[src/core/rvc_pkg.sv]
// Shared constants and types for the receive-port video config and status block
package rvc_pkg;

   // Clock and timing
   localparam int unsigned CLK_PERIOD_NS  = 10;
   localparam int unsigned MEAS_WINDOW_NS = 1000;
   localparam int unsigned MEAS_WINDOW_CYC = MEAS_WINDOW_NS / CLK_PERIOD_NS;
   localparam int unsigned STABLE_T0_NS   = 40000;
   localparam int unsigned STABLE_T1_NS   = 80000;
   localparam int unsigned STABLE_T2_NS   = 320000;
   localparam int unsigned STABLE_T3_NS   = 1280000;
   localparam int unsigned STABLE_W       = 11;
   localparam logic [STABLE_W-1:0] STABLE_T0_WIN = STABLE_W'(STABLE_T0_NS / MEAS_WINDOW_NS);
   localparam logic [STABLE_W-1:0] STABLE_T1_WIN = STABLE_W'(STABLE_T1_NS / MEAS_WINDOW_NS);
   localparam logic [STABLE_W-1:0] STABLE_T2_WIN = STABLE_W'(STABLE_T2_NS / MEAS_WINDOW_NS);
   localparam logic [STABLE_W-1:0] STABLE_T3_WIN = STABLE_W'(STABLE_T3_NS / MEAS_WINDOW_NS);

   // Bus geometry
   localparam int unsigned ADDR_W = 10;
   localparam int unsigned DATA_W = 32;
   localparam int unsigned IDX_W  = 8;
   localparam logic [1:0]  WORD_OFS = 2'h0;

   // Register indices, byte address is four times the index
   localparam logic [IDX_W-1:0] IDX_PORT_CONFIG = 8'h6D;
   localparam logic [IDX_W-1:0] IDX_BC_SEL_LO   = 8'h6E;
   localparam logic [IDX_W-1:0] IDX_BC_SEL_HI   = 8'h6F;
   localparam logic [IDX_W-1:0] IDX_RAW_TEN_BIT_STREAM_ID    = 8'h70;
   localparam logic [IDX_W-1:0] IDX_RAW_TWELVE_BIT_STREAM_ID    = 8'h71;
   localparam logic [IDX_W-1:0] IDX_RESERVED    = 8'h72;
   localparam logic [IDX_W-1:0] IDX_LINES_HI    = 8'h73;
   localparam logic [IDX_W-1:0] IDX_LINES_LO    = 8'h74;
   localparam logic [IDX_W-1:0] IDX_LEN_HI      = 8'h75;
   localparam logic [IDX_W-1:0] IDX_LEN_LO      = 8'h76;
   localparam logic [IDX_W-1:0] IDX_FREQ_CTL    = 8'h77;
   localparam logic [IDX_W-1:0] IDX_CLK_STATUS  = 8'h80;
   localparam logic [IDX_W-1:0] IDX_IRQ_STATUS  = 8'h81;
   localparam logic [IDX_W-1:0] IDX_IRQ_MASK    = 8'h82;

   // Reset values and selector codes
   localparam logic [3:0] BC_SEL_RST     = 4'h8;
   localparam logic [3:0] BC_CONST0      = 4'h8;
   localparam logic [3:0] BC_CONST1      = 4'h9;
   localparam logic [3:0] BC_SYNC        = 4'hA;
   localparam logic [5:0] DT_RAW10_RST   = 6'h2B;
   localparam logic [5:0] DT_RAW12_RST   = 6'h2C;
   localparam logic [1:0] HYST_RST       = 2'h3;
   localparam logic [1:0] STABLE_SEL_RST = 2'h0;
   localparam logic [3:0] LOW_THR_RST    = 4'h5;

   // Interrupt bit positions
   localparam int unsigned IRQ_W      = 4;
   localparam int unsigned IRQ_LINES  = 0;
   localparam int unsigned IRQ_LEN    = 1;
   localparam int unsigned IRQ_STABLE = 2;
   localparam int unsigned IRQ_SLOW   = 3;

   typedef enum logic [1:0] {
      FMT_RESERVED = 2'b00,
      FMT_RAW12_LF = 2'b01,
      FMT_RAW12_HF = 2'b10,
      FMT_RAW10    = 2'b11
   } rvc_fmt_e;

   typedef enum logic {
      BUS_IDLE = 1'b0,
      BUS_ACK  = 1'b1
   } rvc_bus_e;

   typedef struct packed {
      logic [ADDR_W-1:0] address;
      logic              read;
      logic              write;
      logic [DATA_W-1:0] writedata;
      logic [3:0]        byteenable;
   } rvc_avs_req_s;

   typedef struct packed {
      logic [DATA_W-1:0] readdata;
      logic              waitrequest;
   } rvc_avs_rsp_s;

   typedef struct packed {
      logic frame_valid;
      logic line_valid;
      logic pixel_valid;
   } rvc_video_s;

   typedef struct packed {
      logic [1:0] ten_bit_virtual_channel;
      logic [5:0] ten_bit_data_type;
      logic [1:0] twelve_bit_virtual_channel;
      logic [5:0] twelve_bit_data_type;
   } rvc_stream_ids_s;

   typedef struct packed {
      logic [1:0] clock_measure_hysteresis;
      logic [1:0] clock_stable_time_select;
      logic [3:0] clock_too_slow_threshold;
   } rvc_freq_cfg_s;

endpackage

[src/core/rvc_freq_det.sv]
// Link clock frequency detector with hysteresis and stability timer
`timescale 1ns/1ns
module rvc_freq_det
   import rvc_pkg::*;
(
   // Clock and reset
   input  wire logic          clock,
   input  wire logic          sys_rst,
   // One pulse per link clock cycle, synchronous
   input  wire logic          clk_tick,
   input  wire rvc_freq_cfg_s cfg,
   // Measurement results
   output logic [7:0]         measured_mhz,
   output logic               clock_stable,
   output logic               clock_too_slow
);

   typedef struct packed {
      logic [6:0]          win_cnt;
      logic [7:0]          tick_cnt;
      logic [7:0]          cur;
      logic [STABLE_W-1:0] stable_cnt;
      logic                stable;
      logic                slow;
   } rvc_fd_s;

   rvc_fd_s state_ff;
   rvc_fd_s nxt_state;
   logic [7:0]          diff;
   logic [STABLE_W-1:0] target;

   // Window of one microsecond, so the tick count reads directly in MHz
   always_comb begin
      nxt_state = state_ff;
      target    = STABLE_T0_WIN;
      unique case (cfg.clock_stable_time_select)
         2'b00: target = STABLE_T0_WIN;
         2'b01: target = STABLE_T1_WIN;
         2'b10: target = STABLE_T2_WIN;
         2'b11: target = STABLE_T3_WIN;
      endcase
      diff = (state_ff.tick_cnt > state_ff.cur) ? state_ff.tick_cnt - state_ff.cur
                                                : state_ff.cur - state_ff.tick_cnt;
      nxt_state.tick_cnt = state_ff.tick_cnt + 8'(clk_tick);
      nxt_state.win_cnt  = state_ff.win_cnt + 7'h01;
      if (state_ff.win_cnt == 7'(MEAS_WINDOW_CYC - 1)) begin
         nxt_state.win_cnt  = 7'h00;
         nxt_state.tick_cnt = 8'(clk_tick);
         if (diff > 8'(cfg.clock_measure_hysteresis)) begin
            // Jump beyond hysteresis restarts the stability timer
            nxt_state.cur        = state_ff.tick_cnt;
            nxt_state.stable_cnt = '0;
            nxt_state.stable     = 1'b0;
         end else if (state_ff.stable_cnt < target) begin
            nxt_state.stable_cnt = state_ff.stable_cnt + STABLE_W'(1);
         end
         nxt_state.stable = (diff <= 8'(cfg.clock_measure_hysteresis))
                            && (state_ff.stable_cnt + STABLE_W'(1) >= target);
      end
      // Compares the held measurement, not the running count
      nxt_state.slow = (nxt_state.cur < 8'(cfg.clock_too_slow_threshold));
   end

   // State register
   always_ff @(posedge clock) begin
      if (sys_rst) begin
         state_ff <= '0;
      end else begin
         state_ff <= nxt_state;
      end
   end

   assign measured_mhz   = state_ff.cur;
   assign clock_stable   = state_ff.stable;
   assign clock_too_slow = state_ff.slow;

endmodule

[src/core/rvc_port_regs.sv]
// Receive-port video configuration and status registers with Avalon-MM slave
//
// Contract
// Two-bit field selects link receive format
// Selector code 0xxx forwards local pin
// Codes 1000/1001 send constant zero/one
// Code 1010 sends camera sync; others reserved
// All selectors reset to 0x8
// Ten-bit virtual channel resets to port number
// Ten-bit data type resets to 0x2B
// Twelve-bit virtual channel resets to port number
// Twelve-bit data type resets to 0x2C
// Frame line count in two bytes
// Line count frozen until read when enabled
// High byte read latches low byte
// Report last line length of frame
// Line length frozen until read when enabled
// Length high byte read latches low byte
// New measurement only beyond hysteresis, reset 3
// Stability time 40us/80us/320us/1.28ms
// Too-slow threshold low nibble, reset 5
// Status updates once at frame end
`timescale 1ns/1ns
module rvc_port_regs
   import rvc_pkg::*;
#(
   parameter logic [1:0] PORT_NUM = 2'h0
)(
   // Clock and reset
   input  wire logic            clock,
   input  wire logic            sys_rst,
   // Avalon-MM slave
   input  wire rvc_avs_req_s    avs_req,
   output rvc_avs_rsp_s         avs_rsp,
   // Video timing from the receiver
   input  wire rvc_video_s      video,
   input  wire logic            link_clk_tick,
   input  wire logic [1:0]      strap_link_format,
   // Back-channel sources
   input  wire logic [7:0]      local_pins,
   input  wire logic            camera_sync_pulse,
   // Outputs to the port datapath
   output logic [3:0]           backchannel_bits,
   output rvc_fmt_e             link_input_format,
   output rvc_stream_ids_s      stream_ids,
   output logic                 clock_stable,
   output logic                 clock_too_slow,
   output logic                 irq
);

   typedef struct packed {
      rvc_bus_e          bus;
      logic [DATA_W-1:0] rdata;
      logic              strap_pend;
      rvc_fmt_e          fmt;
      logic [15:0]       bc_sel;
      rvc_stream_ids_s   ids;
      logic [7:0]        rsvd;
      rvc_freq_cfg_s     fcfg;
      logic [IRQ_W-1:0]  irq_status;
      logic [IRQ_W-1:0]  irq_mask;
      logic              irq;
      logic              fv_d;
      logic              lv_d;
      logic [15:0]       lines_run;
      logic [15:0]       len_run;
      logic [15:0]       len_last;
      logic [15:0]       lines_rep;
      logic [15:0]       len_rep;
      logic              lines_frz;
      logic              len_frz;
      logic [7:0]        lines_lo_hold;
      logic [7:0]        len_lo_hold;
      logic              stable_d;
      logic              slow_d;
      logic [3:0]        bc_out;
   } rvc_regs_s;

   localparam rvc_regs_s RST_STATE = '{
      bus:           BUS_IDLE,
      rdata:         '0,
      strap_pend:    1'b1,
      fmt:           FMT_RESERVED,
      bc_sel:        {4{BC_SEL_RST}},
      ids:           '{ten_bit_virtual_channel:    PORT_NUM,
                       ten_bit_data_type:          DT_RAW10_RST,
                       twelve_bit_virtual_channel: PORT_NUM,
                       twelve_bit_data_type:       DT_RAW12_RST},
      rsvd:          '0,
      fcfg:          '{clock_measure_hysteresis: HYST_RST,
                       clock_stable_time_select: STABLE_SEL_RST,
                       clock_too_slow_threshold: LOW_THR_RST},
      irq_status:    '0,
      irq_mask:      '0,
      irq:           1'b0,
      fv_d:          1'b0,
      lv_d:          1'b0,
      lines_run:     '0,
      len_run:       '0,
      len_last:      '0,
      lines_rep:     '0,
      len_rep:       '0,
      lines_frz:     1'b0,
      len_frz:       1'b0,
      lines_lo_hold: '0,
      len_lo_hold:   '0,
      stable_d:      1'b0,
      slow_d:        1'b0,
      bc_out:        '0
   };

   rvc_regs_s         state_ff;
   rvc_regs_s         nxt_state;
   logic [3:0]        bc_bit;
   logic [7:0]        meas_mhz;
   logic              fd_stable;
   logic              fd_slow;
   logic [IDX_W-1:0]  idx;
   logic              aligned;
   logic              accept;
   logic              wr_ack;
   logic [7:0]        wbyte;
   logic [7:0]        rbyte;
   logic [IRQ_W-1:0]  evt;
   logic              frame_end;
   logic              line_end;
   logic [15:0]       len_final;

   // Frequency detector sees the live config fields
   rvc_freq_det u_freq_det (
      .clock          (clock),
      .sys_rst        (sys_rst),
      .clk_tick       (link_clk_tick),
      .cfg            (state_ff.fcfg),
      .measured_mhz   (meas_mhz),
      .clock_stable   (fd_stable),
      .clock_too_slow (fd_slow)
   );

   // Per-bit back-channel source mux
   for (genvar g = 0; g < 4; g++) begin : g_bc
      logic [3:0] sel;
      assign sel = state_ff.bc_sel[g*4 +: 4];
      always_comb begin
         if (!sel[3]) begin
            bc_bit[g] = local_pins[sel[2:0]];
         end else if (sel == BC_CONST1) begin
            bc_bit[g] = 1'b1;
         end else if (sel == BC_SYNC) begin
            bc_bit[g] = camera_sync_pulse;
         end else begin
            // Constant zero code, reserved codes also send zero
            bc_bit[g] = 1'b0;
         end
      end
   end

   // Bus decode; unaligned byte addresses fall into the unmapped space
   assign idx     = avs_req.address[ADDR_W-1:2];
   assign aligned = (avs_req.address[1:0] == WORD_OFS);
   assign accept  = (avs_req.read || avs_req.write) && (state_ff.bus == BUS_IDLE);
   assign wr_ack  = avs_req.write && (state_ff.bus == BUS_ACK) && avs_req.byteenable[0]
                    && aligned;
   assign wbyte   = avs_req.writedata[7:0];

   // Read mux; the low bytes come from the hold taken at the high-byte read
   always_comb begin
      rbyte = 8'h00;
      if (aligned) begin
         unique case (idx)
            IDX_PORT_CONFIG: rbyte = {6'h00, state_ff.fmt};
            IDX_BC_SEL_LO:   rbyte = state_ff.bc_sel[7:0];
            IDX_BC_SEL_HI:   rbyte = state_ff.bc_sel[15:8];
            IDX_RAW_TEN_BIT_STREAM_ID:    rbyte = {state_ff.ids.ten_bit_virtual_channel,
                                      state_ff.ids.ten_bit_data_type};
            IDX_RAW_TWELVE_BIT_STREAM_ID:    rbyte = {state_ff.ids.twelve_bit_virtual_channel,
                                      state_ff.ids.twelve_bit_data_type};
            IDX_RESERVED:    rbyte = state_ff.rsvd;
            IDX_LINES_HI:    rbyte = state_ff.lines_rep[15:8];
            IDX_LINES_LO:    rbyte = state_ff.lines_lo_hold;
            IDX_LEN_HI:      rbyte = state_ff.len_rep[15:8];
            IDX_LEN_LO:      rbyte = state_ff.len_lo_hold;
            IDX_FREQ_CTL:    rbyte = state_ff.fcfg;
            IDX_CLK_STATUS:  rbyte = meas_mhz;
            IDX_IRQ_STATUS:  rbyte = {4'h0, state_ff.irq_status};
            IDX_IRQ_MASK:    rbyte = {4'h0, state_ff.irq_mask};
            default:         rbyte = 8'h00;
         endcase
      end
   end

   // Video edge detection
   assign frame_end = state_ff.fv_d && !video.frame_valid;
   assign line_end  = state_ff.lv_d && !video.line_valid;
   // A line closing on the frame's last cycle still counts as the last line
   assign len_final = line_end ? state_ff.len_run : state_ff.len_last;

   // Next-state logic for the whole register bank
   always_comb begin
      nxt_state = state_ff;
      evt       = '0;

      // Strap caught once, on the first cycle after reset release
      if (state_ff.strap_pend) begin
         nxt_state.strap_pend = 1'b0;
         nxt_state.fmt        = rvc_fmt_e'(strap_link_format);
      end

      // Line and line-length counters
      nxt_state.fv_d = video.frame_valid;
      nxt_state.lv_d = video.line_valid;
      if (video.line_valid && video.pixel_valid) begin
         nxt_state.len_run = state_ff.len_run + 16'h0001;
      end
      if (line_end) begin
         nxt_state.len_last = state_ff.len_run;
         nxt_state.len_run  = 16'h0000;
         if (video.frame_valid || state_ff.fv_d) begin
            nxt_state.lines_run = state_ff.lines_run + 16'h0001;
         end
      end

      // Status captured once per frame unless held for software
      if (frame_end) begin
         nxt_state.lines_run = 16'h0000;
         if (!state_ff.lines_frz) begin
            nxt_state.lines_rep = state_ff.lines_run + 16'(line_end);
            if (nxt_state.lines_rep != state_ff.lines_rep) begin
               evt[IRQ_LINES]      = 1'b1;
               nxt_state.lines_frz = state_ff.irq_mask[IRQ_LINES];
            end
         end
         if (!state_ff.len_frz) begin
            nxt_state.len_rep = len_final;
            if (len_final != state_ff.len_rep) begin
               evt[IRQ_LEN]      = 1'b1;
               nxt_state.len_frz = state_ff.irq_mask[IRQ_LEN];
            end
         end
      end

      // Frequency detector rising events
      nxt_state.stable_d = fd_stable;
      nxt_state.slow_d   = fd_slow;
      evt[IRQ_STABLE]    = fd_stable && !state_ff.stable_d;
      evt[IRQ_SLOW]      = fd_slow && !state_ff.slow_d;

      // Bus handshake: accept, then one cycle with waitrequest low
      unique case (state_ff.bus)
         BUS_IDLE: begin
            if (accept) begin
               nxt_state.bus   = BUS_ACK;
               nxt_state.rdata = {24'h00_0000, rbyte};
               if (avs_req.read && aligned && idx == IDX_LINES_HI) begin
                  nxt_state.lines_lo_hold = state_ff.lines_rep[7:0];
                  nxt_state.lines_frz     = 1'b0;
               end
               if (avs_req.read && aligned && idx == IDX_LEN_HI) begin
                  nxt_state.len_lo_hold = state_ff.len_rep[7:0];
                  nxt_state.len_frz     = 1'b0;
               end
            end
         end
         BUS_ACK: begin
            nxt_state.bus = BUS_IDLE;
         end
      endcase

      // Writes land on the edge where waitrequest is seen low
      if (wr_ack) begin
         unique case (idx)
            IDX_PORT_CONFIG: nxt_state.fmt = rvc_fmt_e'(wbyte[1:0]);
            IDX_BC_SEL_LO:   nxt_state.bc_sel[7:0] = wbyte;
            IDX_BC_SEL_HI:   nxt_state.bc_sel[15:8] = wbyte;
            IDX_RAW_TEN_BIT_STREAM_ID:    begin
               nxt_state.ids.ten_bit_virtual_channel = wbyte[7:6];
               nxt_state.ids.ten_bit_data_type       = wbyte[5:0];
            end
            IDX_RAW_TWELVE_BIT_STREAM_ID:    begin
               nxt_state.ids.twelve_bit_virtual_channel = wbyte[7:6];
               nxt_state.ids.twelve_bit_data_type       = wbyte[5:0];
            end
            IDX_RESERVED:    nxt_state.rsvd = wbyte;
            IDX_FREQ_CTL:    nxt_state.fcfg = wbyte;
            IDX_IRQ_MASK:    nxt_state.irq_mask = wbyte[IRQ_W-1:0];
            default:         ;
         endcase
      end

      // Sticky status, write one to clear, a new event wins over the clear
      if (wr_ack && idx == IDX_IRQ_STATUS) begin
         nxt_state.irq_status = state_ff.irq_status & ~wbyte[IRQ_W-1:0];
      end
      nxt_state.irq_status = nxt_state.irq_status | evt;
      nxt_state.irq        = |(nxt_state.irq_status & nxt_state.irq_mask);

      // Back-channel bits registered so outputs come from flops
      nxt_state.bc_out = bc_bit;
   end

   // State register; reset gives selectors 0x8 and virtual channels from the port number
   always_ff @(posedge clock) begin
      if (sys_rst) begin
         state_ff <= RST_STATE;
      end else begin
         state_ff <= nxt_state;
      end
   end

   // Outputs straight from flops
   assign avs_rsp.readdata    = state_ff.rdata;
   assign avs_rsp.waitrequest = (state_ff.bus != BUS_ACK);
   assign backchannel_bits    = state_ff.bc_out;
   assign link_input_format   = state_ff.fmt;
   assign stream_ids          = state_ff.ids;
   assign clock_stable        = fd_stable;
   assign clock_too_slow      = fd_slow;
   assign irq                 = state_ff.irq;

endmodule

[config.mk]
export PLATFORM = sky130hd
export DESIGN_NAME = rvc_port_regs
export DESIGN_NICKNAME = d
export VERILOG_FILES = /design/src/core/rvc_pkg.sv /design/src/core/rvc_freq_det.sv /design/src/core/rvc_port_regs.sv
export SDC_FILE = /design/constraint.sdc
export NUM_CORES = 1
export LEC_CHECK = 0
export BUFFER_PORTS_ARGS = -buffer_cell sky130_fd_sc_hd__clkbuf_2
export CAP_MARGIN = 40
export CORE_UTILIZATION = 35
export DETAILED_ROUTE_END_ITERATION = 8
export GPL_ROUTABILITY_DRIVEN = 0
export GPL_TIMING_DRIVEN = 0
export HOLD_SLACK_MARGIN = 0.08
export PLACE_DENSITY = 0.48
export REMOVE_ABC_BUFFERS = 1
export SYNTH_ARGS = -nofsm -noshare
export SYNTH_HDL_FRONTEND = slang
export SYNTH_SLANG_ARGS = --single-unit
[constraint.sdc]
create_clock -name clock -period 12.4 [get_ports clock]
set_input_delay 2.48 -clock clock [delete_from_list [all_inputs] [get_ports clock]]
set_output_delay 2.48 -clock clock [all_outputs]
set_load 0.01 [all_outputs]
* Word level (Yosys, flattened, before mapping)
Cells that the tools add are included.
Operators by class: reduce and logical (&&, ||, !) cells 40, $add $sub $neg 8, $mul 0, multiplexer cells 59, bitwise operators 7, eq/ne operators 28, magnitude comparators 10, divide/modulo/power cells 0, shifts and indexed selects 0
Operators by type and width (number):
- $pmux 8 s14 | 1
- $eq 8x7->1 const B | 11
- $mux 8 | 11
- $mux 50 | 1
- $pmux 11 s4 | 1
- $mux 18 | 2
- $mux 33 | 1
- $add 16x1->16 const B | 2
- $eq 4x4->1 const B | 8
- $ne 16x16->1 | 2
- $mux 1 | 26
- $eq 8x8->1 const B | 3
- $mux 11 | 2
- $reduce_and 2->1 | 11
- $mux 21 | 1
- $add 16x1->16 | 1
- $lt 3x4->1 const B | 4
- $mux 16 | 1
- $sub 8x8->8 | 2
- $logic_and 1x1->1 | 14
- $bmux 1 s3 | 4
- $mux 4 | 3
- $add 11x1->11 const B | 1
- $ge 11x11->1 | 1
- 23 further kinds | 38
Word-level totals: bits in read-only memories 0, logic and storage cells 190, memories 0, bits in registers 211, output and inout bits 58, RAM bits 0, input port bits 65, bits in latches 0

* Longest topological paths before layout
depth in word-level cells 10, gate-level depth with buffers 21, depth with buffers taken out 20

* Hierarchy
Synthesis repeated with hierarchy kept, for this count alone.
Second synthesis, totals: cell total of the unflattened synthesis 1364, area total of the unflattened synthesis 11713.7 um2
By module, submodules not included:
- rvc_port_regs | seq. area each 3503.4 um2, cells an instance 1015, times used 1, area an instance 8813.5 um2
- rvc_freq_det | seq. area each 720.7 um2, cells an instance 349, times used 1, area an instance 2900.3 um2

* Worst setup path before layout
OpenSTA, ideal clock, no wires.
path kind input port to flip-flop, start input video[1] (netlist bit), end register state_ff, in the netlist irq, setup time 0.133 ns, required time 12.267 ns, data arrival time 5.131 ns, slack 7.135 ns, path buffers 1, stages on the path 13, cell sequence nand2b_1 clkbuf_1 inv_1 ha_1 ha_1 and3_1 nand3_2 xor2_1 xor2_1 nand4_1 or4_1 nor4_2 o211ai_1
On the way: cells in the longest elaborated chain, start to end 10, elaborated cells between the ends (all ways) 14, classes of those cells add/sub: 1; eq/ne: 2; mux: 6; bitwise: 2; reduce/logical: 3
RTL lines:
- from (decl) | line rvc_port_regs.sv:36 | input wire rvc_video_s video,
- $logic_not 1->1 (*) | line rvc_port_regs.sv:194 | assign line_end = state_ff.lv_d && !video.line_valid;
- $logic_and 1x1->1 (*) | line rvc_port_regs.sv:194
- via line_end | line rvc_port_regs.sv:126 | logic line_end;
- $add 16x1->16 / $mux 16 (equally long branches) | line rvc_port_regs.sv:227, rvc_port_regs.sv:196
- $ne 16x16->1, on equally long branches | line rvc_port_regs.sv:228, rvc_port_regs.sv:235
- $mux 1, on equally long branches | line rvc_port_regs.sv:228, rvc_port_regs.sv:235
- $mux 1, on equally long branches | line rvc_port_regs.sv:226, rvc_port_regs.sv:233
- $mux 2 (*) | line rvc_port_regs.sv:224 | if (frame_end) begin
- $or 4x4->4 (*) | line rvc_port_regs.sv:294 | nxt_state.irq_status = nxt_state.irq_status | evt;
- $and 4x4->4 (*) | line rvc_port_regs.sv:295 | nxt_state.irq = |(nxt_state.irq_status & nxt_state.irq_mask);
- $reduce_or 4->1 (*) | line rvc_port_regs.sv:295
- to (signal assigned) | line rvc_port_regs.sv:306 | state_ff <= nxt_state;
- to (decl) | line rvc_port_regs.sv:112 | rvc_regs_s state_ff;
Mark *: on every way through the listed nets, which the timed path passes. The rest lies on a longest branch. A chain may end at the register's enable or synchronous reset.

==> results.cfg <==
[sta]
rsz0062_at_grt = no
tightest_slew_ns = 0.839
setup_viol = 0
fin_crit_ns = 5.37
clock.fmax_mhz = 186
slew_headroom_pct = 43.6
setup_tns_ns = 0
drv_slew = 0
fin_skew_ns = 0.00801
final.period_utilization_pct = 43.3
hold_viol_final = 0

[yosys]
synth_cell_types = 72
synth_simple_gate_area_share_pct = 18.8
yosys_most_used_dff = dfxtp_1
ys_ff_latch = 211
synth_edf_count = 0
synth_top_family_by_area = simple AND/OR/NAND/NOR gates
syn_area_per_cell_um2 = 8.88
muxShareOfSynthArea_pct = 12.2
synth_xor_area_share_pct = 7.32
synthTopCellsByArea = dfxtp_1 (37%), mux2i_1 (8.9%), nor2_1 (6.6%)
synth_warnings = 0
synth_compound_area_share_pct = 12.0
synth_area_mm2 = 0.0114
netlist_instances = 1279
synthArstFlopShare_pct = 0
synth_top_area_share_pct = 37.2
synth-adder-area-share_pct = 5.20
synth_top_cell_by_area = dfxtp_1
seq_area_frac_synth_pct = 37.2

[critical_path]
critical_path_arrival_ns = 5.82
cp_cell_sequence = inv_1 -> ha_1 -> nand3_2 -> o32ai_1 -> mux2_2 -> ha_1 -> nor2b_1 -> a2bb2oi_1 -> nor3_1 -> nand3_2 -> or4_4 -> nand3_1 -> buf_8 -> mux2i_1 -> ha_1 -> a21o_1 -> a211o_1 -> a211oi_1
cpMaxStageDelayCell = o32ai_1
end_kind = flop
path_class = flop to flop
critPathMaxStageDelay_ns = 0.60
crit_top_cell = ha_1
crit_path_max_fanout = 15
crit_required_ns = 12.85
crit_path_start_kind = flop

[route]
vias = 8913
vias_per_cell = 5.18
met2_length_um = 13100
dr.first_iter.drc_count = 576
routed_wirelength_um = 29800
drtPass1Iterations = 5
drc = 0
route.layer.met1.wl_um = 14900
wl_per_cell_um = 17.3
wl_met3_um = 1130
dr.max_layer_used = met4
ant_nets = 0

[clock_tree]
hold_buffers = 0
numCtsBuffers = 25
cts_sinks = 211
clk-insertion-delay-late_ns = 0.54
ctsLongestPathBuffers = 3
cts_setup_buffers = 0
cts_root_buf = clkbuf_16
htree_levels = 1
path_clk_slew_ns = 0.06
cts-resized-gates = 0
cts_tree = built

[grt]
grt_util_all_layers_pct = 17.7
antenna_found_initial = 0
grt_pass1_wl_um = 47200
grt_overflow_total = 0
grt_pass1_vias = 8345
grt_start_max_net_pins = 84

[die]
die_y_um = 182
die_w_um = 182
initial_core_util_pct = 35.8
io_pins = 123
die_area_mm2 = 0.0332
rows = 65
coreArea_mm2 = 0.0317

[place]
placedInstanceArea_mm2 = 0.0118
dpl.hpwl_um = 21700
io_buffers = 71

[power]
leakage_nw = 4.93
p_sw_mw = 0.380
p_seq_share_pct = 44.3
p_comb_share_pct = 6.8
internal_power_mw = 1.19
power.density_mw_per_mm2 = 124
swShare_pct = 24.2
clockPowerShare_pct = 48.8
irDropWorstVdd_mv = 0.0963

[flow_run]
cap_violations = 0

[finish]
diodes = 0
syn_to_final_growth_pct = 11.8
layout-drive-gt1-share_pct = 13.5
design_area_mm2 = 0.0127
layout_common_cells = dfxtp_1 (211), nor2_1 (199), mux2i_1 (101)
fillers = 3237
layout_commonest_cell = dfxtp_1
nNetsFinal = 1411
post-route-util_pct = 40.1

[min_path]
hp-class = flop to flop

[outcome]
status = finished clean
-- area by class of cell --
cell class / count / area (um^2) / share of cell area (%)
sequential: 211 / 4220 / 33.3
clock buffer: 31 / 698 / 5.50
clock inverter: 13 / 161 / 1.27
inverter: 41 / 154 / 1.21
tap: 402 / 503 / 3.96
timing repair buffer: 85 / 556 / 4.37
multi-input combinational: 936 / 6410 / 50.4
-- worst paths after layout --
kind	from	slack, ns	endpoint	cells after the start
worst max-delay path	u_freq_det.measured_mhz[5]	7.03	u_freq_det.clock_too_slow	18
worst max register to register	u_freq_det.measured_mhz[5]	7.03	u_freq_det.clock_too_slow	18
worst min-delay path	u_freq_det.state_ff[29]	0.44	u_freq_det.state_ff[29]	1
worst min register to register	u_freq_det.state_ff[29]	0.44	u_freq_det.state_ff[29]	1
-- flip-flops by register name, indices dropped and copies added, names as in the netlist --
name / flops
u_freq_det.state_ff: 26
stream_ids: 16
backchannel_bits: 4
u_freq_det.clock_too_slow: 1
avs_rsp: 8
u_freq_det.measured_mhz: 8
g_bc.sel: 16
state_ff: 128
irq: 1
u_freq_det.clock_stable: 1
link_input_format: 2
-- power groups by stage --
stage          combinational, mW  sequential (mW)  clock (mW)
2_1_floorplan             0.0613            0.708           0
3_3_place_gp               0.103            0.711           0
3_5_place_dp               0.107            0.712           0
4_1_cts                    0.108            0.697       0.791
5_1_grt                    0.118            0.698       0.817
6_report                   0.107            0.697       0.767
-- synth_stat cells, types with 4 or more instances --
library cell,instances
o22ai_1,6
nor4_1,8
o211ai_1,12
a221oi_1,7
mux4_2,13
a22oi_1,19
nor2b_1,14
nand4_1,11
nor3_1,25
xor2_1,38
nand2b_1,10
a31oi_1,12
a21oi_1,47
and2_1,6
nor2_1,201
clkbuf_1,48
nand3_1,38
dfxtp_1,211
nand2_1,72
inv_1,41
o21ai_0,24
nand3b_1,4
and3_1,17
a211oi_1,35
nand3_2,4
or3_1,11
xnor2_1,57
buf_4,56
mux2_2,7
mux2i_1,101
ha_1,44
or4_1,5
buf_6,4
-- through the flow --
step | total power, mW | setup slack, ns | cells | hold WS, ns
final | 1.57 | 7.03 | 1719 | 0.444
after global placement | 0.815 | 4.46 | 1661 | 0.428
after detailed placement | 0.819 | 6.48 | 1675 | 0.433
after floorplan | 0.770 | 6.91 | 1188 | 0.413
after global routing | 1.63 | 6.76 | 1719 | 0.484
after CTS | 1.60 | 7.01 | 1719 | 0.446
-- logic make-up (layout without fill, tap and decap cells) --
group,Yosys count,count (layout)
compound gates,199,199
xor+xnor,95,95
fa+ha+maj,46,46
buf+inv,155,170
flops,211,211
mux,121,121
other cells,1,24
simple gates,451,451
-- metal layers --
metal / track usage [%] / up-vias
li1: - / 4464
met1: 25.8 / 4253
met2: 27.5 / 158
met3: 2.18 / 38
met4: 4.57 / 0
met5: 0 / -
-- worst max-delay path, delay by kind of cell (launching register included) --
kind            cells  cell delay, ns
mux                 2            0.69
simple gates        6            1.33
fa+ha+maj           3            1.10
flops               1            0.46
compound gates      5            1.39
buf+inv             2            0.30
Power figures use the tool's default switching activity.
